==> src/hw/icc_pkg.sv <==
// Package with register map, field layout and timing constants of the inductive converter control block.
// What this block does
// RQ1: After reset the block sleeps, not converting, ready for configuration writes.
// RQ2: Writing 0x01 to mode register 0x0B stops conversions.
// RQ3: Writing 0x00 to mode register starts continuous conversions.
// RQ4: Status register 0x20 bit 6 shows resistance and inductance data ready.
// RQ5: Resistance result low byte at 0x21, high byte at 0x22.
// RQ6: Inductance result low byte at 0x23, high byte at 0x24.
// RQ7: Extended SPI reads advance the address over consecutive result registers.
// RQ8: High-resolution status 0x3B bit 0 shows a fresh high-resolution result.
// RQ9: High-resolution result readable at 0x38, 0x39 and 0x3A.
// RQ10: High-resolution reference count is 16 bits in low and high byte registers.
// RQ11: High-resolution period is 16 reference cycles per count plus 55 cycles.
// RQ12: Both conversion kinds run on independent timers with own ready flags.
// RQ13: Range register 0x01 holds disable bit, max code and min code.
// RQ14: Time constant one register packs two-bit capacitor and five-bit resistor codes.
// RQ15: Digital config 0x04 holds frequency field high nibble, response time low bits.
// RQ16: Frequency field value 14 selects a 4.0 MHz watchdog threshold.
// RQ17: Host keeps maximum-range disable cleared for sensor quality below 50.
// RQ18: Response time 6144 gives the longest conversion, 3072 half as long.
// RQ19: High-resolution bytes are ordered least significant first.
// RQ20: Data-ready bits read zero when fresh and return to one after reading.
`default_nettype none
package icc_pkg;
    // Register offsets.
    localparam logic [6:0] ICC_ADR_RANGE = 7'h01;
    localparam logic [6:0] ICC_ADR_TC1 = 7'h02;
    localparam logic [6:0] ICC_ADR_TC2 = 7'h03;
    localparam logic [6:0] ICC_ADR_DIG = 7'h04;
    localparam logic [6:0] ICC_ADR_MODE = 7'h0B;
    localparam logic [6:0] ICC_ADR_STAT = 7'h20;
    localparam logic [6:0] ICC_ADR_RP_LO = 7'h21;
    localparam logic [6:0] ICC_ADR_RP_HI = 7'h22;
    localparam logic [6:0] ICC_ADR_L_LO = 7'h23;
    localparam logic [6:0] ICC_ADR_L_HI = 7'h24;
    localparam logic [6:0] ICC_ADR_RC_LO = 7'h30;
    localparam logic [6:0] ICC_ADR_RC_HI = 7'h31;
    localparam logic [6:0] ICC_ADR_HR0 = 7'h38;
    localparam logic [6:0] ICC_ADR_HR1 = 7'h39;
    localparam logic [6:0] ICC_ADR_HR2 = 7'h3A;
    localparam logic [6:0] ICC_ADR_HSTAT = 7'h3B;
    // Field positions.
    localparam int ICC_BIT_RDY = 6;
    localparam int ICC_BIT_HRDY = 0;
    localparam int ICC_BIT_MAXDIS = 7;
    localparam int ICC_POS_FREQ = 4;
    // Mode encodings and reset values.
    localparam logic [1:0] ICC_MODE_ACTIVE = 2'h0;
    localparam logic [1:0] ICC_MODE_SLEEP = 2'h1;
    localparam logic [7:0] ICC_RST_CFG = 8'h00;
    localparam logic [7:0] ICC_RST_MODE = 8'h01;
    localparam logic [15:0] ICC_RST_HIRES_REFERENCE_COUNT = 16'h0080;
    localparam logic [3:0] ICC_FREQ_4MHZ = 4'hE;
    // Timing: reference cycles per count and fixed post-processing time.
    localparam int ICC_CYC_PER_COUNT = 16;
    localparam int ICC_POST_CYC = 55;
    // Response time base in reference ticks; setting 6144 is six units of 1024.
    localparam int ICC_RESP_UNIT = 1024;
    localparam logic [2:0] ICC_RESP_MIN = 3'h2;
    // Resistance/inductance conversion: one tick per reference cycle; the RP/L timer does not apply this prescale.
    localparam int ICC_RPL_PRESCALE = 1;
    // SPI framing: command byte then data bytes.
    localparam int ICC_BYTE_BITS = 8;
    // Serial interface states.
    typedef enum logic [3:0] {
        ICC_SP_CMD = 4'h1,
        ICC_SP_WR = 4'h2,
        ICC_SP_RD = 4'h4,
        ICC_SP_IDLE = 4'h8
    } icc_sp_state_t;
endpackage
`default_nettype wire

==> src/hw/icc_sync.sv <==
// Two flip-flop synchroniser for the pin inputs.
`default_nettype none
module icc_sync
    import icc_pkg::*;
#(
    parameter int WIDTH = 4
) (
    // Clock and reset.
    input wire logic i_clk,
    input wire logic i_sys_rst,
    // Asynchronous levels in, synchronised levels out.
    input wire logic [WIDTH-1:0] i_async,
    output logic [WIDTH-1:0] o_sync
);
    typedef struct packed {
        logic [WIDTH-1:0] meta;
        logic [WIDTH-1:0] sync;
    } icc_sync_st_t;
    icc_sync_st_t st;
    icc_sync_st_t next_st;

    // The first stage feeds only the second stage.
    always_comb begin
        next_st.meta = i_async;
        next_st.sync = st.meta;
    end

    // Reset to all ones so that an idle chip select reads inactive.
    always_ff @(posedge i_clk or posedge i_sys_rst) begin
        if (i_sys_rst) begin
            st <= '1;
        end else begin
            st <= next_st;
        end
    end

    assign o_sync = st.sync;
endmodule
`default_nettype wire

==> src/hw/icc_conv.sv <==
// Conversion timer: counts reference-clock edges and posts a result on each period end.
`default_nettype none
module icc_conv
    import icc_pkg::*;
(
    // Clock and reset.
    input wire logic i_clk,
    input wire logic i_sys_rst,
    // Control.
    input wire logic i_run,
    input wire logic i_ref_tick,
    input wire logic [23:0] i_period,
    // Completion pulse.
    output logic o_done
);
    typedef struct packed {
        logic [23:0] cnt;
        logic done;
    } icc_conv_st_t;
    icc_conv_st_t st;
    icc_conv_st_t next_st;

    // Count reference ticks; a stopped timer restarts from zero.
    always_comb begin
        next_st = st;
        next_st.done = 1'b0;
        if (!i_run) begin
            next_st.cnt = '0;
        end else if (i_ref_tick) begin
            if (st.cnt + 24'h1 >= i_period) begin
                next_st.cnt = '0;
                next_st.done = 1'b1;
            end else begin
                next_st.cnt = st.cnt + 24'h1;
            end
        end
    end

    always_ff @(posedge i_clk or posedge i_sys_rst) begin
        if (i_sys_rst) begin
            st <= '0;
        end else begin
            st <= next_st;
        end
    end

    assign o_done = st.done;
endmodule
`default_nettype wire

==> src/hw/icc_top.sv <==
// Inductive converter control: SPI register file, conversion sequencing and result readout.
`default_nettype none
module icc_top
    import icc_pkg::*;
(
    // Clock and reset.
    input wire logic i_clk,
    input wire logic i_sys_rst,
    // SPI slave pins.
    input wire logic i_spi_cs_n,
    input wire logic i_spi_sck,
    input wire logic i_spi_mosi,
    output logic o_spi_miso,
    output logic o_spi_miso_oe,
    // External reference clock pin.
    input wire logic i_ref_clk,
    // Raw results from the analog measurement cores.
    input wire logic [15:0] i_rp_code,
    input wire logic [15:0] i_l_code,
    input wire logic [23:0] i_hr_code,
    // Configuration outputs to the analog front end.
    output logic o_converting,
    output logic o_max_range_disable,
    output logic [2:0] o_max_resistance_code,
    output logic [2:0] o_min_resistance_code,
    output logic [1:0] o_first_cap_code,
    output logic [4:0] o_first_res_code,
    output logic [7:0] o_time_constant_two,
    output logic [3:0] o_watchdog_freq_field,
    output logic [2:0] o_response_time_field,
    output logic o_watchdog_4mhz
);
    typedef struct packed {
        icc_sp_state_t sp;
        logic [2:0] bitc;
        logic [7:0] shin;
        logic [7:0] shout;
        logic rd;
        logic [6:0] adr;
        logic sck_q;
        logic ref_q;
        logic [7:0] sensor_range_config;
        logic [7:0] time_constant_one;
        logic [7:0] time_constant_two;
        logic [7:0] digital_config;
        logic [7:0] conversion_mode_ctrl;
        logic [15:0] hires_reference_count;
        logic [15:0] rp_res;
        logic [15:0] l_res;
        logic [23:0] hr_res;
        logic result_ready_n;
        logic hires_ready_n;
        logic miso;
        logic miso_oe;
        logic wd4;
        logic converting;
        logic [23:0] rp_ticks;
        logic [23:0] hr_ticks;
    } icc_st_t;
    icc_st_t st;
    icc_st_t next_st;

    logic [3:0] pins;
    logic cs_n;
    logic sck;
    logic mosi;
    logic ref_s;
    logic ref_tick;
    logic run;
    logic rpl_done;
    logic hr_done;
    logic [23:0] rpl_period;
    logic [23:0] hr_period;

    // Pins cross from outside into this clock domain.
    icc_sync #(.WIDTH(4)) u_sync (
        .i_clk(i_clk),
        .i_sys_rst(i_sys_rst),
        .i_async({i_spi_cs_n, i_spi_sck, i_spi_mosi, i_ref_clk}),
        .o_sync(pins)
    );
    assign cs_n = pins[3];
    assign sck = pins[2];
    assign mosi = pins[1];
    assign ref_s = pins[0];
    assign ref_tick = ref_s & ~st.ref_q;

    // Sleep is any mode other than active; reset leaves the block asleep.
    assign run = (st.conversion_mode_ctrl[1:0] == ICC_MODE_ACTIVE); // RQ1 RQ3

    // Response code sets the RP/L period in reference ticks: 7 is 6144 and each step down to 2 halves it; codes below 2 act as 2. RQ18
    function automatic logic [23:0] resp_len(input logic [2:0] code);
        logic [2:0] c;
        c = (code < ICC_RESP_MIN) ? ICC_RESP_MIN : code;
        case (c)
            3'h7: resp_len = 24'(6 * ICC_RESP_UNIT);
            3'h6: resp_len = 24'(3 * ICC_RESP_UNIT);
            3'h5: resp_len = 24'(3 * ICC_RESP_UNIT / 2);
            3'h4: resp_len = 24'(3 * ICC_RESP_UNIT / 4);
            3'h3: resp_len = 24'(3 * ICC_RESP_UNIT / 8);
            default: resp_len = 24'(3 * ICC_RESP_UNIT / 16);
        endcase
    endfunction
    assign rpl_period = resp_len(st.digital_config[2:0]); // RQ18

    // Reference ticks since the last completion; kept beside each timer so the period checks
    // measure the real spacing of results rather than restating the period expression.
    function automatic logic [23:0] tick_cnt(input logic [23:0] cnt, input logic go, input logic done,
        input logic tick);
        if (!go) begin
            tick_cnt = 24'h0;
        end else if (done) begin
            tick_cnt = {23'h0, tick};
        end else begin
            tick_cnt = cnt + {23'h0, tick};
        end
    endfunction

    // High-resolution period: 16 cycles per count plus 55 post cycles.
    assign hr_period = 24'({st.hires_reference_count, 4'h0}) + 24'(ICC_POST_CYC); // RQ11 RQ10

    // Two independent timers, so completions never share a ready flag.
    icc_conv u_rpl (
        .i_clk(i_clk),
        .i_sys_rst(i_sys_rst),
        .i_run(run),
        .i_ref_tick(ref_tick),
        .i_period(rpl_period),
        .o_done(rpl_done)
    ); // RQ12
    icc_conv u_hr (
        .i_clk(i_clk),
        .i_sys_rst(i_sys_rst),
        .i_run(run),
        .i_ref_tick(ref_tick),
        .i_period(hr_period),
        .o_done(hr_done)
    ); // RQ12

    // Register read decode shared by the shift logic.
    function automatic logic [7:0] rd_reg(input icc_st_t s, input logic [6:0] a);
        case (a)
            ICC_ADR_RANGE: rd_reg = s.sensor_range_config;
            ICC_ADR_TC1: rd_reg = s.time_constant_one;
            ICC_ADR_TC2: rd_reg = s.time_constant_two;
            ICC_ADR_DIG: rd_reg = s.digital_config;
            ICC_ADR_MODE: rd_reg = s.conversion_mode_ctrl;
            ICC_ADR_STAT: rd_reg = 8'(s.result_ready_n) << ICC_BIT_RDY; // RQ4
            ICC_ADR_RP_LO: rd_reg = s.rp_res[7:0]; // RQ5
            ICC_ADR_RP_HI: rd_reg = s.rp_res[15:8]; // RQ5
            ICC_ADR_L_LO: rd_reg = s.l_res[7:0]; // RQ6
            ICC_ADR_L_HI: rd_reg = s.l_res[15:8]; // RQ6
            ICC_ADR_RC_LO: rd_reg = s.hires_reference_count[7:0]; // RQ10
            ICC_ADR_RC_HI: rd_reg = s.hires_reference_count[15:8]; // RQ10
            ICC_ADR_HR0: rd_reg = s.hr_res[7:0]; // RQ9 RQ19
            ICC_ADR_HR1: rd_reg = s.hr_res[15:8]; // RQ9 RQ19
            ICC_ADR_HR2: rd_reg = s.hr_res[23:16]; // RQ9 RQ19
            ICC_ADR_HSTAT: rd_reg = 8'(s.hires_ready_n) << ICC_BIT_HRDY; // RQ8
            default: rd_reg = 8'h00;
        endcase
    endfunction

    logic sck_rise;
    logic sck_fall;
    assign sck_rise = sck & ~st.sck_q;
    assign sck_fall = ~sck & st.sck_q;

    // SPI mode 0: sample on rising SCK, shift out on falling SCK.
    always_comb begin
        logic [7:0] byte_in;
        logic [7:0] rdat;
        byte_in = {st.shin[6:0], mosi};
        rdat = 8'h00;
        next_st = st;
        next_st.sck_q = sck;
        next_st.ref_q = ref_s;
        next_st.wd4 = (st.digital_config[7:ICC_POS_FREQ] == ICC_FREQ_4MHZ); // RQ16
        // Tick counters follow the timers; a stopped timer starts them over.
        next_st.rp_ticks = tick_cnt(st.rp_ticks, run, rpl_done, ref_tick); // RQ18
        next_st.hr_ticks = tick_cnt(st.hr_ticks, run, hr_done, ref_tick); // RQ11
        // Results are captured at completion; a new result sets the flag low.
        if (rpl_done) begin
            next_st.rp_res = i_rp_code;
            next_st.l_res = i_l_code;
        end
        if (hr_done) begin
            next_st.hr_res = i_hr_code;
        end
        if (cs_n) begin
            next_st.sp = ICC_SP_IDLE;
            next_st.miso_oe = 1'b0;
            next_st.miso = 1'b0;
        end else begin
            next_st.miso_oe = st.rd && (st.sp == ICC_SP_RD);
            case (st.sp)
                ICC_SP_IDLE: begin
                    next_st.sp = ICC_SP_CMD;
                    next_st.bitc = 3'h0;
                end
                ICC_SP_CMD: begin
                    if (sck_rise) begin
                        next_st.shin = byte_in;
                        next_st.bitc = st.bitc + 3'h1;
                        if (st.bitc == 3'h7) begin
                            next_st.rd = byte_in[7];
                            next_st.adr = byte_in[6:0];
                            next_st.sp = byte_in[7] ? ICC_SP_RD : ICC_SP_WR;
                            next_st.shout = rd_reg(st, byte_in[6:0]);
                        end
                    end
                end
                ICC_SP_WR: begin
                    if (sck_rise) begin
                        next_st.shin = byte_in;
                        next_st.bitc = st.bitc + 3'h1;
                        if (st.bitc == 3'h7) begin
                            case (st.adr)
                                ICC_ADR_RANGE: next_st.sensor_range_config = byte_in; // RQ13
                                ICC_ADR_TC1: next_st.time_constant_one = byte_in; // RQ14
                                ICC_ADR_TC2: next_st.time_constant_two = byte_in;
                                ICC_ADR_DIG: next_st.digital_config = byte_in; // RQ15
                                ICC_ADR_MODE: next_st.conversion_mode_ctrl = byte_in; // RQ2 RQ3
                                ICC_ADR_RC_LO: next_st.hires_reference_count[7:0] = byte_in; // RQ10
                                ICC_ADR_RC_HI: next_st.hires_reference_count[15:8] = byte_in; // RQ10
                                default: ;
                            endcase
                            next_st.adr = st.adr + 7'h1; // RQ7
                        end
                    end
                end
                ICC_SP_RD: begin
                    if (sck_fall && st.bitc != 3'h0) begin
                        next_st.shout = {st.shout[6:0], 1'b0};
                    end
                    if (sck_rise) begin
                        next_st.bitc = st.bitc + 3'h1;
                        if (st.bitc == 3'h7) begin
                            // Reading a result byte consumes its ready flag. RQ20
                            if (st.adr >= ICC_ADR_RP_LO && st.adr <= ICC_ADR_L_HI) begin
                                next_st.result_ready_n = 1'b1;
                            end
                            if (st.adr >= ICC_ADR_HR0 && st.adr <= ICC_ADR_HR2) begin
                                next_st.hires_ready_n = 1'b1;
                            end
                            rdat = rd_reg(st, st.adr + 7'h1);
                            next_st.adr = st.adr + 7'h1; // RQ7
                            next_st.shout = rdat;
                        end
                    end
                    next_st.miso = next_st.shout[7];
                end
                default: next_st.sp = ICC_SP_IDLE;
            endcase
        end
        // A new result wins over a read clear in the same cycle. RQ20
        if (rpl_done) begin
            next_st.result_ready_n = 1'b0; // RQ4
        end
        if (hr_done) begin
            next_st.hires_ready_n = 1'b0; // RQ8
        end
        // Registered copy of the run decode, so the pin matches the timers cycle for cycle.
        next_st.converting = (next_st.conversion_mode_ctrl[1:0] == ICC_MODE_ACTIVE); // RQ1 RQ3
    end

    // Reset puts the mode register in sleep and both flags to not ready.
    always_ff @(posedge i_clk or posedge i_sys_rst) begin
        if (i_sys_rst) begin
            st <= '0;
            st.sp <= ICC_SP_IDLE;
            // Edge detectors start at the synchroniser's reset level, so no false rising edge follows reset.
            st.sck_q <= 1'b1;
            st.ref_q <= 1'b1;
            st.sensor_range_config <= ICC_RST_CFG;
            st.time_constant_one <= ICC_RST_CFG;
            st.time_constant_two <= ICC_RST_CFG;
            st.digital_config <= ICC_RST_CFG;
            st.conversion_mode_ctrl <= ICC_RST_MODE; // RQ1
            st.hires_reference_count <= ICC_RST_HIRES_REFERENCE_COUNT;
            st.result_ready_n <= 1'b1;
            st.hires_ready_n <= 1'b1;
        end else begin
            st <= next_st;
        end
    end

    // Outputs come straight from state flip-flops.
    assign o_spi_miso = st.miso;
    assign o_spi_miso_oe = st.miso_oe;
    assign o_converting = st.converting;
    assign o_max_range_disable = st.sensor_range_config[ICC_BIT_MAXDIS]; // RQ13 RQ17
    assign o_max_resistance_code = st.sensor_range_config[6:4]; // RQ13
    assign o_min_resistance_code = st.sensor_range_config[2:0]; // RQ13
    assign o_first_cap_code = st.time_constant_one[7:6]; // RQ14
    assign o_first_res_code = st.time_constant_one[4:0]; // RQ14
    assign o_time_constant_two = st.time_constant_two;
    assign o_watchdog_freq_field = st.digital_config[7:4]; // RQ15
    assign o_response_time_field = st.digital_config[2:0]; // RQ15
    assign o_watchdog_4mhz = st.wd4; // RQ16

    // Sleep: once a full cycle has passed asleep, a completion launched just before the stop is over.
    chk_sleep_no_done: assert property (@(posedge i_clk) disable iff (i_sys_rst) // RQ1
        !run && !$past(run) |-> !rpl_done && !hr_done) else $error("Result while asleep.");
    chk_rpl_flag_set: assert property (@(posedge i_clk) disable iff (i_sys_rst) // RQ4
        rpl_done |=> !st.result_ready_n) else $error("Ready flag not set.");
    chk_hr_flag_set: assert property (@(posedge i_clk) disable iff (i_sys_rst) // RQ8
        hr_done |=> !st.hires_ready_n && st.hr_res == $past(i_hr_code)) else $error("HR result not posted.");
    chk_rp_capture: assert property (@(posedge i_clk) disable iff (i_sys_rst) // RQ5
        rpl_done |=> st.rp_res == $past(i_rp_code) && st.l_res == $past(i_l_code)) else $error("RP/L capture.");
    // Periods are measured in ticks between completions; count writes only happen asleep.
    chk_hr_period: assert property (@(posedge i_clk) disable iff (i_sys_rst) // RQ11
        hr_done |-> st.hr_ticks == 24'(ICC_CYC_PER_COUNT) * 24'(st.hires_reference_count) + 24'(ICC_POST_CYC))
        else $error("HR period wrong.");
    chk_rpl_period: assert property (@(posedge i_clk) disable iff (i_sys_rst) // RQ18
        rpl_done && st.digital_config[2:1] == 2'h3 |-> st.rp_ticks == (st.digital_config[0] ? 24'h1800 : 24'hC00))
        else $error("RP/L period wrong.");
    chk_stop_mode: assert property (@(posedge i_clk) disable iff (i_sys_rst) // RQ2
        st.conversion_mode_ctrl == 8'h01 |-> !run) else $error("Not stopped.");
    chk_miso_idle: assert property (@(posedge i_clk) disable iff (i_sys_rst) // RQ7
        $rose(cs_n) |=> !o_spi_miso_oe) else $error("MISO driven after deselect.");
    chk_oe_read: assert property (@(posedge i_clk) disable iff (i_sys_rst) // RQ7
        st.sp == ICC_SP_RD && !cs_n |=> o_spi_miso_oe) else $error("MISO not driven during read.");
    chk_wd_code: assert property (@(posedge i_clk) disable iff (i_sys_rst) // RQ16
        st.digital_config[7:4] == 4'hE |=> o_watchdog_4mhz) else $error("Watchdog 4 MHz missing.");
endmodule
`default_nettype wire

==> config.mk <==
export PLATFORM = sky130hd
export DESIGN_NAME = icc_top
export DESIGN_NICKNAME = d
export VERILOG_FILES = /design/src/hw/icc_pkg.sv /design/src/hw/icc_sync.sv /design/src/hw/icc_conv.sv /design/src/hw/icc_top.sv
export SDC_FILE = /design/constraint.sdc
export NUM_CORES = 1
export LEC_CHECK = 0
export BUFFER_PORTS_ARGS = -buffer_cell sky130_fd_sc_hd__buf_2
export CAP_MARGIN = 10
export CORE_ASPECT_RATIO = 1.4
export CORE_MARGIN = 5
export CORE_UTILIZATION = 60
export DETAILED_ROUTE_END_ITERATION = 8
export PLACE_DENSITY = 0.86
export SYNTH_ARGS = -nofsm -noshare
export SYNTH_HDL_FRONTEND = slang
export SYNTH_HIERARCHICAL = 1
export SYNTH_SLANG_ARGS = --single-unit
export TNS_END_PERCENT = 100
==> constraint.sdc <==
create_clock -name i_clk -period 6.3 [get_ports i_clk]
set_input_delay 0.945 -clock i_clk [delete_from_list [all_inputs] [get_ports i_clk]]
set_output_delay 0.945 -clock i_clk [all_outputs]
set_load 0.01 [all_outputs]
Word-level counts from Yosys, hierarchy flattened:

Index checks and enable logic that the tools add are counted.

* $add $sub $neg: 5
* multipliers: 0
* divide/modulo/power cells: 0
* magnitude comparators: 7
* equal/unequal tests: 62
* shift-type cells: 0
* multiplexer cells: 49
* bitwise logic cells: 7
* reductions and logical operators: 36

Operator list (number)
* $pmux W8 S16: 2
* $eq A7 B6 Y1 const B: 24
* $mux W24: 4
* $mux W18: 4
* $pmux W13 S5: 1
* $mux W8: 7
* $mux W25: 2
* $reduce_and A5 Y1: 10
* $add A24 B1 Y24 const B: 2
* $eq A7 B2 Y1 const B: 6
* $mux W31: 1
* $pmux W7 S2: 2
* $ge A24 B13 Y1: 1
* $ge A24 B21 Y1: 1
* $reduce_bool A2 Y1: 12
* $add A20 B6 Y21 const B: 1
* $eq A7 B1 Y1 const B: 3
* $eq A7 B3 Y1 const B: 3
* $eq A7 B4 Y1 const B: 3
* $mux W16: 1
* $pmux W8 S2: 1
* $eq A3 B3 Y1 const B: 5
* $ge A7 B6 Y1 const B: 2
* $le A7 B6 Y1 const B: 2
* other kinds (29): 66

* flip-flop bits (word level): 208
* bits in latches: 0
* RAM bits: 0
* bits in read-only memories: 0
* input bits: 62
* output and inout port bits: 33
* word-level logic and storage cells: 197
* memories kept: 0

Logic depth before layout (Yosys ltp):

Gate-level depths: netlist of run 1.

* depth after elaboration: 11
* gate-level depth with buffers: 17
* depth with buffers taken out: 16

By module:

Netlist of run 1, hierarchy kept.

By module, submodules not included
* icc_top: times used 1, cells an instance 938, area each 9137.5 sq um, sequential area each 3762.4 sq um
* icc_conv at u_rpl: times used 1, cells an instance 277, area each 2313.5 sq um, sequential area each 625.6 sq um
* icc_conv at u_hr: times used 1, cells an instance 266, area each 2237.1 sq um, sequential area each 625.6 sq um
* icc_sync: times used 1, cells an instance 9, area each 214.0 sq um, sequential area each 210.2 sq um

Worst setup path before layout of run 1:

Ideal clock, no wire load.

* path type: register to register
* start point: register u_rpl/st[1] in the netlist's numbering
* end point: register u_rpl/st[23] in the netlist's numbering
* library setup time: 0.121 ns
* arrival: 3.567 ns
* data required time: 6.179 ns
* path slack: 2.612 ns
* cell stages (with the launch flop): 17
* buffers on the path: 3
* cells stage by stage: dfrtp_1 ha_1 nand3_2 or4_4 buf_6 nor2_8 nand4_4 xnor2_1 ha_1 nand4_1 nor4_1 nand4_1 o211a_1 buf_2 buf_2 a31o_2 a22o_1

* cells in the longest elaborated chain, start to end: 5

Ends and longest elaborated chain
* start, declared: line icc_conv.sv:20 `icc_conv_st_t st;`
* start signal, assigned: line icc_conv.sv:43 `st <= next_st;`
* $add A24 B1 Y24 (*): line icc_conv.sv:30, icc_conv.sv:34
* $ge A24 B13 Y1: line icc_conv.sv:30 `if (st.cnt + 24'h1 >= i_period) begin`
* $mux W24 (*): line icc_conv.sv:30
* $mux W25 (*): line icc_conv.sv:29 `end else if (i_ref_tick) begin`
* $mux W24 (*): line icc_conv.sv:27 `if (!i_run) begin`

Every way passes the cells marked *; elsewhere a longest branch is shown, timed or not. The select of a mux whose other input is x is not followed.
A chain may end at the register's enable or synchronous reset.

Worst setup path after layout of run 1:

Same ends and word-level chain as after synthesis.

==> flow_summary.yaml, run 1 <==
outcome:
  status: "complete, no violations"
logic_synthesis:
  yosysTopAreaCell: "dfrtp_1"
  ys_types: 100
  ys_seq_area_frac: 0.376
  synth_edf_count: 0
  synthTopCellsByArea: "dfrtp_1 (35%), mux2_2 (7.8%), ha_1 (5.4%), nand2_1 (3.4%), dfstp_2 (2.8%)"
  ys_warn_count: 6
  netlist_area_sq_um: 13900
  synth_commonest_cells: "dfrtp_1 (193), nand2_1 (127), mux2_2 (96)"
  synthArstFlopShare: 1.00
  synth.top_cell.area_share: 0.347
  ys_seq_elements: 208
  netlist_instances: 1490
  avgSynthCellArea_sq_um: 9.33
  synth_most_common_cell: "dfrtp_1"
  synth-main-ff-cell: "dfrtp_1"
power_and_ir_drop:
  clkPwrFrac: 0.413
  pwr-share-comb: 0.125
  power_density_nw_per_um2: 228
  p_seq_frac: 0.461
  leakage_uw: 0.00671
  p_int_uw: 2500
  sw_frac_of_total: 0.274
  ir_drop_v: 0.000267
  p_switching_uw: 944
sta:
  fin_ws_ns: 1.85
  min_period_ns: 4.45
  worstMarginPinSlew_ns: 1.30
  setup_viol: 0
  clock_skew_ns: 0.00849
  drv_slew: 0
  hold_violations: 0
  finalSetupTns_ns: 0
  timing.hold.ws_ns: 0.355
  max_freq_ghz: 0.225
  slew_headroom: 0.124
  grt_setup_unrepaired: "false"
  fin_crit_sh: 0.706
routing:
  dr.pass1.iters: 9
  vias_per_cell: 6.63
  vias: 12200
  avgRoutedWirePerCell_microns: 23.9
  drt_iter0_markers: 1240
  antenna_left: 0
  wl_microns: 44100
  drc: 0
critical_path:
  crit_path_start_kind: "flip-flop"
  crit_buf_inv: 0
  cpLargestDelayFamily: "compound AO/OA/AOI/OAI gates"
  slowest_delay_ns: 0.77
  critPathMaxFanout: 27
  criticalPathCategory: "flip-flop to flip-flop"
  crit_arrival_ns: 4.90
  slowest_stage: "o211a_1"
  crit_path_end_kind: "flip-flop"
  required_ns: 6.75
  crit_chain: "ha_1 -> nand3_2 -> or4_4 -> nor2_8 -> nand4_4 -> xnor2_1 -> ha_1 -> a21o_1 -> a21o_1 -> a2111oi_0 -> o211a_1 -> and3_1 -> a22o_1"
final_layout:
  final_nets: 1645
  final_layout_size_suffix_gt1_frac: 0.206
  multi_input_area_sq_um: 7750
  fin_area_sq_um: 15100
  diodes: 0
  nFillCells: 1829
  area_delta_synth_final_pct: 8.74
  final-seq-area_sq_um: 5220
  stdcell_count: 1844
place:
  io_buffers: 94
  dp_hpwl_microns: 32000
  placed_cells: 1805
  gp_congestion: 0.989
  postPlaceCellArea_sq_um: 14300
  post-place-ws_ns: 1.96
die:
  ios: 95
  initial_utilization: 0.603
  row_count: 66
  die_w_microns: 139
  die_h_microns: 190
  core_sq_um: 23000
  dieArea_sq_um: 26400
clocking:
  cts_setup_buffers: 0
  htreeDepth: 1
  path_clk_slew_ns: 0.06
  clock_path_buffers: 3
  cts_sinks: 208
  cts_made_buffers: 22
  clock_tree.root_cell: "clkbuf_16"
  clkLatencyLatePin_ns: 0.52
  cts_tree: "yes"
  ctsResizeCount: 0
  hold_buffers: 0
global_routing:
  grt_max_degree: 88
  grt_usage: 0.328
  grt_pass1_vias: 12300
  grt_pass1_wl_microns: 68800
  antenna_found_initial: 0
  grt-ovfl-total: 0
min_path:
  hp-class: "flip-flop to flip-flop"
job:
  drv_cap: 0
[cell families (layout without fill, tap and decap cells)]
logic type	Yosys count	count (layout)	share of synthesized area
buffers and inverters	220	246	0.0743
DFF	208	208	0.376
and+or+nand+nor	495	495	0.195
xor gates and xnor gates	58	58	0.0376
AOI/OAI and AO/OA	337	337	0.174
muxes	110	110	0.0887
other	2	24	0.000540
adders and majority gates	60	60	0.0540
[area by class of cell]
cell class	instances	area share
Multi-Input combinational cell	1084	0.513
Sequential cell	208	0.346
Clock buffer	31	0.0440
Timing Repair Buffer	112	0.0401
Tap cell	306	0.0253
Inverter	95	0.0239
Clock inverter	8	0.00828
[path summary, 6_finish.rpt]
path / depth (start not counted) / slack, ns / start / to
worst max register to register: 13 / 1.85 / u_rpl/st[1]$_DFFE_PP0P_ / u_rpl/st[23]$_DFFE_PP0P_
worst min-delay path: 0 / 0.35 / u_sync/next_st[2]$_DFF_PP1_ / u_sync/o_sync[2]$_DFF_PP1_
max in group asynchronous: 3 / 4.41 / i_sys_rst / st[197]$_DFFE_PP0P_
min in group asynchronous: 2 / 0.54 / i_sys_rst / st[87]$_DFFE_PP0P_
worst min register to register: 0 / 0.35 / u_sync/next_st[2]$_DFF_PP1_ / u_sync/o_sync[2]$_DFF_PP1_
worst max-delay path: 13 / 1.85 / u_rpl/st[1]$_DFFE_PP0P_ / u_rpl/st[23]$_DFFE_PP0P_
[worst reg2reg max path, cell delays in order (launching register included)]
cell       delay [ns]
dfrtp_1          0.44
ha_1             0.26
nand3_2          0.15
or4_4            0.63
nor2_8           0.16
nand4_4          0.13
xnor2_1          0.16
ha_1             0.18
a21o_1           0.15
a21o_1           0.16
a2111oi_0        0.41
o211a_1          0.77
and3_1           0.56
a22o_1           0.22
[per-stage QoR]
step | util | power [uW]
CTS | 0.656 | 3430
finish | 0.656 | 3440
global placement | 0.622 | 2000
floorplan | - | 1860
detailed placement | 0.622 | 2020
global route | 0.656 | 3560
[layer usage]
metal / share of wire / track usage / routed length, microns
met3: 0.078 / 0.0571 / 3450
met2: 0.48 / 0.555 / 21300
met4: 0.071 / 0.200 / 3140
met5: 0 / 0 / 0
met1: 0.37 / 0.389 / 16300
[power groups by stage]
stage          Clock [uW]  Sequential [uW]  Combinational, uW
6_report             1420             1590                431
5_1_grt              1490             1590                476
4_1_cts              1430             1580                424
3_5_place_dp            0             1600                422
3_3_place_gp            0             1600                401
2_1_floorplan           0             1530                323
[registers in the layout, summed over array words and instances, names as in the netlist]
signal / count
o_max_resistance_code: 3
o_converting: 1
u_sync/next_st: 4
u_rpl/o_done: 1
o_spi_miso_oe: 1
o_watchdog_freq_field: 4
o_max_range_disable: 1
o_watchdog_4mhz: 1
u_hr/st: 24
u_sync/o_sync: 4
o_first_res_code: 5
o_time_constant_two: 8
u_rpl/st: 24
st: 117
o_spi_miso: 1
o_response_time_field: 3
u_hr/o_done: 1
o_min_resistance_code: 3
o_first_cap_code: 2
[cells in the final DEF (no fill, tap or decap), drive strengths merged, types with 44 or more instances in the layout]
master / instances
nand4: 44
ha: 60
o21ai: 68
a21oi: 46
inv: 96
buf: 112
dfrtp: 193
nand2: 131
mux2: 96
nor2: 70
nand3: 80
No activity file was read; power rests on OpenSTA's default activity.
==> inputs of run 2 (changes only) <==
--- a/config.mk
+++ b/config.mk
@@ -5,6 +5,7 @@
 export SDC_FILE = /design/constraint.sdc
 export NUM_CORES = 1
 export LEC_CHECK = 0
+export ABC_AREA = 1
 export BUFFER_PORTS_ARGS = -buffer_cell sky130_fd_sc_hd__buf_2
 export CAP_MARGIN = 10
 export CORE_ASPECT_RATIO = 1.4
==> constraint.sdc (replaced) <==
create_clock -name i_clk -period 4.5 [get_ports i_clk]
set_input_delay 0.675 -clock i_clk [delete_from_list [all_inputs] [get_ports i_clk]]
set_output_delay 0.675 -clock i_clk [all_outputs]
set_load 0.01 [all_outputs]
==> run 2 against run 1 <==
Net effect:
- worst hold slack lost 0.12 ns
- core utilization grew 0.50 points
- global-route usage shrank 2.0 points
- register-to-register slack lost 0.91 ns
- cell area grew 4.1%
- non-clock buffer count shrank 11
- critical path depth grew 7
- critical endpoint is now u_hr/st[5]$_DFFE_PP0P_
- area after synthesis grew 3.8%
- die area grew 3.6%
- flip-flop and latch count is the same
- first-iteration DRC count grew 8.7%
==> flow_summary.yaml, run 2 <==
logic_synthesis:
  ys_types: 47
  yosys.area_share.simple: 0.349
  ys_warn_count: 6
  ys_seq_elements: 208
  synth_fa_ha_area_frac: 0.0520
  synth-compound-area-share: 0.0886
  netlist_area_sq_um: 14400
  synthTopCellsByArea: "dfrtp_1 (33%), nand2_1 (17%), inv_1 (8.6%), nor2_1 (6.2%), nand3_1 (6.1%)"
  synth_xor_area_frac: 0.0213
  synth_top_family_by_area: "simple AND/OR/NAND/NOR gates"
  synth-main-ff-cell: "dfrtp_1"
  yosysTopAreaCell: "dfrtp_1"
  synth.top_cell.area_share: 0.335
  synth_edf_count: 0
  avgSynthCellArea_sq_um: 6.70
  synth_most_common_cell: "nand2_1"
  ys_seq_area_frac: 0.362
  synth_commonest_cells: "nand2_1 (662), inv_1 (332), nor2_1 (240)"
  netlist_instances: 2153
  synthArstFlopShare: 1.00
  synth_mux_area_frac: 0
sta:
  timing.hold.ws_ns: 0.236
  worstMarginPinSlew_ns: 1.02
  hold_violations: 0
  grt_setup_unrepaired: "false"
  min_period_ns: 3.55
  clock_skew_ns: 0.0160
  finalSetupTns_ns: 0
  slew_headroom: 0.319
  drv_slew: 0
  fin_crit_sh: 0.790
  setup_viol: 0
  max_freq_ghz: 0.281
die:
  row_count: 67
  dieArea_sq_um: 27300
  die_w_microns: 141
  core_sq_um: 23800
  die_h_microns: 193
  initial_utilization: 0.606
  ios: 95
critical_path:
  crit_arrival_ns: 3.97
  critPathMaxFanout: 25
  crit_path_start_kind: "flip-flop"
  required_ns: 4.91
  reg2reg_slack_ns: 0.95
  criticalPathCategory: "flip-flop to flip-flop"
  crit_path_end_kind: "flip-flop"
outcome:
  status: "complete, no violations"
final_layout:
  final-seq-area_sq_um: 5230
  top_register: "st"
  final_layout_size_suffix_gt1_frac: 0.104
  largest_reg_flops: 117
  stdcell_count: 2541
  final_nets: 2337
  multi_input_area_sq_um: 7460
  top_regs: "st: 117 flops, u_hr/st: 24 flops, u_rpl/st: 24 flops"
  diodes: 0
  final_core_utilization: 0.661
  nFillCells: 2144
  final_common_cell: "nand2_1"
  area_delta_synth_final_pct: 9.09
  final_cell_mix: "nand2_1 (662), inv_1 (331), nor2_1 (240)"
clocking:
  clock_path_buffers: 3
  path_clk_slew_ns: 0.06
  clock_tree.root_cell: "clkbuf_16"
  clkLatencyLatePin_ns: 0.54
  cts_sinks: 208
  cts_made_buffers: 23
  cts_tree: "yes"
  htreeDepth: 1
  cts_setup_buffers: 0
  ctsResizeCount: 0
  hold_buffers: 0
place:
  io_buffers: 94
  placed_cells: 2500
  gp_congestion: 0.984
  dp_hpwl_microns: 31400
power_and_ir_drop:
  leakage_uw: 0.00809
  ir_drop_v: 0.000377
  power_density_nw_per_um2: 397
global_routing:
  grt_pass1_wl_microns: 68700
  grt-ovfl-total: 0
  antenna_found_initial: 0
  grt_max_degree: 85
  grt_usage: 0.307
  grt_pass1_vias: 13800
routing:
  drt_iter0_markers: 1348
  dr.pass1.iters: 5
  drc: 0
  wl_microns: 42500
  vias: 14200
  vias_per_cell: 5.58
  avgRoutedWirePerCell_microns: 16.7
  antenna_left: 0
min_path:
  hp-class: "input pin to flip-flop"
job:
  drv_cap: 0
-- run 2: cell types whose count changed after synthesis, moves of 21 or more --
cell      delta
a22o_1      -28
a22oi_1     -31
and3_1      -21
clkbuf_1    -34
inv_1      +237
mux2_2      -96
nand2_1    +535
nand2b_1    -22
nand3_1    +103
nand4_1     -22
nor2_1     +172
o21ai_0     +62
xnor2_1     -29
-- run 2: logic make-up after synthesis --
family,count (synthesis)
AOI/OAI and AO/OA,238
xor gates and xnor gates,33
adders and majority gates,60
buffers and inverters,436
DFF,208
other,2
and+or+nand+nor,1176
-- run 2: critical path: stages (launching register included) --
cell      delay [ns]
dfrtp_1         0.37
inv_1           0.10
ha_1            0.24
nor2_1          0.11
nand2_1         0.08
nor3_1          0.24
nand3_1         0.16
nor3_1          0.27
nand3_1         0.15
nand3b_1        0.22
nor3_1          0.16
inv_1           0.07
ha_1            0.28
nand4_1         0.12
nor2_1          0.18
nand2_1         0.07
a21oi_1         0.17
nor2_2          0.04
buf_4           0.22
nand2_1         0.12
nand2_1         0.06
-- run 2: report_power, final --
group / switching, uW / internal (uW)
clock: 821 / 1260
combinational: 1000 / 500
sequential: 393 / 2280
-- run 2: final timing paths --
path,from,to,depth (start not counted)
min,i_spi_sck,u_sync/next_st[2]$_DFF_PP1_,1
min reg2reg,u_sync/next_st[3]$_DFF_PP1_,u_sync/o_sync[3]$_DFF_PP1_,0
max in group asynchronous,i_sys_rst,st[167]$_DFF_PP1_,3
max reg2reg,st[110]$_DFFE_PP0P_,u_hr/st[5]$_DFFE_PP0P_,20
max,st[110]$_DFFE_PP0P_,u_hr/st[5]$_DFFE_PP0P_,20
min in group asynchronous,i_sys_rst,st[184]$_DFFE_PP0P_,2
-- run 2: area by class of cell --
cell class / instances / share of cell area
inverters: 350 / 0.0837
repair buffers: 101 / 0.0340
clock buffers: 28 / 0.0390
well taps: 310 / 0.0246
multi-input cells: 1531 / 0.474
flip-flops and latches: 208 / 0.332
clock inverters: 13 / 0.0126
-- run 2: through the flow --
stage | setup slack, ns | total power (uW) | cell area (sq um)
2_1_floorplan | 1.44 | 3680 | 14500
4_1_cts | 0.950 | 6230 | 15700
3_3_place_gp | 1.16 | 4070 | 14900
5_1_grt | 0.464 | 6620 | 15700
6_report | 0.946 | 6250 | 15700
3_5_place_dp | 0.976 | 4150 | 14900
-- run 2: per-layer routing --
metal | up-vias | GRT usage | part of all wire
met5 | - | 0 | 0
met4 | 0 | 0.136 | 0.048
met3 | 142 | 0.0496 | 0.081
met2 | 675 | 0.525 | 0.49
met1 | 6567 | 0.380 | 0.38
li1 | 6784 | - | -
==> inputs of run 3 (changes only) <==
--- a/config.mk
+++ b/config.mk
@@ -5,7 +5,7 @@
 export SDC_FILE = /design/constraint.sdc
 export NUM_CORES = 1
 export LEC_CHECK = 0
-export ABC_AREA = 1
+export ABC_AREA = 0
 export BUFFER_PORTS_ARGS = -buffer_cell sky130_fd_sc_hd__buf_2
 export CAP_MARGIN = 10
 export CORE_ASPECT_RATIO = 1.4
==> constraint.sdc (replaced) <==
create_clock -name i_clk -period 3.3 [get_ports i_clk]
set_input_delay 0.495 -clock i_clk [delete_from_list [all_inputs] [get_ports i_clk]]
set_output_delay 0.495 -clock i_clk [all_outputs]
set_load 0.01 [all_outputs]
==> run 3 against run 2 <==
Net effect:
- the flow now finishes with violations (setup timing)
- worst hold slack got worse by 0.16 ns
- combinational power decreased by 29%
- clock skew decreased by 0.0010 ns
- critical path type unchanged
==> flow_summary.yaml, run 3 (synthesized netlist as in run 1, its figures left out) <==
critical_path:
  crit_path_end_kind: "flip-flop"
  crit_path_start_kind: "flip-flop"
  worst_r2r_startpoint: "u_hr/st[2]$_DFFE_PP0P_"
  r2r_cells: 17
  critPathMaxFanout: 8
  reg2reg_slack_ns: -0.27
  criticalPathCategory: "flip-flop to flip-flop"
  required_ns: 3.74
  timing.rr.end: "u_hr/st[8]$_DFFE_PP0P_"
  crit_arrival_ns: 4.01
global_routing:
  grt-ovfl-total: 0
  grt_most_used_layer: "met2"
  use_met2: 0.581
  grt_pass1_wl_microns: 72000
  antenna_found_initial: 0
  grt_max_degree: 57
  met1_usage: 0.395
  grt_pass1_vias: 13000
  grtUsageMet3: 0.0654
  grt_usage: 0.343
final_layout:
  largest_reg_flops: 117
  area_delta_synth_final_pct: 19.2
  final_common_cell: "dfrtp_1"
  top_regs: "st: 117 flops, u_hr/st: 24 flops, u_rpl/st: 24 flops"
  top_register: "st"
  final_layout_size_suffix_gt1_frac: 0.301
  final_nets: 1793
  final_cell_mix: "dfrtp_1 (192), buf_4 (148), nand2_1 (123)"
  nFillCells: 1663
routing:
  wl_microns: 47700
  dr.pass1.iters: 9
  vias: 13100
  vias_per_cell: 6.58
  antenna_left: 0
  drt_iter0_markers: 1345
  avgRoutedWirePerCell_microns: 23.9
  drc: 0
min_path:
  hp-class: "input pin to flip-flop"
  hp-start: "i_spi_cs_n"
  holdPathStages: 1
  whs_endpoint: "u_sync/next_st[3]$_DFF_PP1_"
place:
  gp_congestion: 1.09
  io_buffers: 94
  dp_hpwl_microns: 34800
die:
  core_sq_um: 23000
  ios: 95
  die_w_microns: 139
  die_h_microns: 190
  dieArea_sq_um: 26400
  initial_utilization: 0.603
  row_count: 66
clocking:
  cts_tree: "yes"
  path_clk_slew_ns: 0.06
  cts_made_buffers: 22
  clkLatencyLatePin_ns: 0.52
  clock_path_buffers: 3
  htreeDepth: 1
  clock_tree.root_cell: "clkbuf_16"
  cts_sinks: 208
power_and_ir_drop:
  leakage_uw: 0.00754
  ir_drop_v: 0.000468
  power_density_nw_per_um2: 402
  totalPowerFinal_uw: 6670
sta:
  grt_setup_unrepaired: "true"
  finalSetupTns_ns: -6.54
  drv_slew: 0
  slew_headroom: 0.156
  setup_viol: 42
  fin_ws_ns: -0.266
  min_period_ns: 3.57
  worstMarginPinSlew_ns: 1.27
  max_freq_ghz: 0.280
  hold_violations: 0
  fin_crit_sh: 1.08
  clock_skew_ns: 0.0150
outcome:
  failed_checks: "setup timing"
  status: "finished with violations"
job:
  drv_cap: 0
## run 3: cell type report
cell class,instances,area [sq um],share of cell area
Multi-Input combinational cell,1084,8060,0.486
Timing Repair Buffer,260,1800,0.108
Inverter,95,360,0.0217
Clock buffer,33,633,0.0382
Tap cell,306,383,0.0231
Antenna cell,1,2.50,0.000151
Sequential cell,208,5230,0.315
Clock inverter,7,116,0.00702
## run 3: how the worst max path moves through the flow
stage,from,to,slack (ns)
after floorplan,u_rpl/st[2]$_DFFE_PP0P_,u_rpl/st[23]$_DFFE_PP0P_,-0.05
after global placement,u_rpl/st[2]$_DFFE_PP0P_,u_rpl/st[16]$_DFFE_PP0P_,-0.04
after detailed placement,u_rpl/st[2]$_DFFE_PP0P_,u_rpl/st[11]$_DFFE_PP0P_,-0.19
after CTS,u_rpl/st[2]$_DFFE_PP0P_,u_rpl/st[21]$_DFFE_PP0P_,-0.13
after global routing,u_hr/st[2]$_DFFE_PP0P_,u_hr/st[5]$_DFFE_PP0P_,-0.50
final,u_hr/st[2]$_DFFE_PP0P_,u_hr/st[8]$_DFFE_PP0P_,-0.27
## run 3: metrics by stage
step	hold slack [ns]	setup slack (ns)	cells	utilization	area, sq um
finish	0.0755	-0.266	1994	0.719	16600
global placement	0.346	-0.0387	1926	0.663	15300
CTS	0.0670	-0.131	1974	0.702	16200
global route	0.0711	-0.499	1993	0.719	16600
floorplan	0.345	-0.0550	1512	-	14100
detailed placement	0.351	-0.185	1926	0.663	15300
## run 3: critical path, cell delays in order (launching register included)
cell,delay [ns]
dfrtp_1,0.36
buf_4,0.14
nand2_2,0.08
nor3_4,0.22
nand3_4,0.13
nor3_4,0.31
nand3_2,0.14
xnor2_2,0.21
ha_1,0.30
nand4_1,0.25
nor2_2,0.07
nor3_2,0.27
nand4_1,0.18
nor2_4,0.31
buf_6,0.15
buf_6,0.12
nand3_1,0.09
a21boi_1,0.16
## run 3: layer usage
metal / wire length, microns / share of wire
met1: 16500 / 0.35
met2: 23100 / 0.48
met3: 4020 / 0.084
met4: 4120 / 0.086
met5: 0 / 0
## run 3: report_power, final
part	internal [uW]	switching, uW	total [uW]
clock	1560	1040	2600
combinational	499	561	1060
sequential	2760	247	3000
total	4820	1850	6670
## run 3: repair_timing
action,CTS,global route
setup endpoints to repair,34,51
cloned,0,2
hold buffers,0,0
pin swaps,19,37
gates resized for setup,20,55
setup buffers,8,16
hold endpoints to repair,0,0
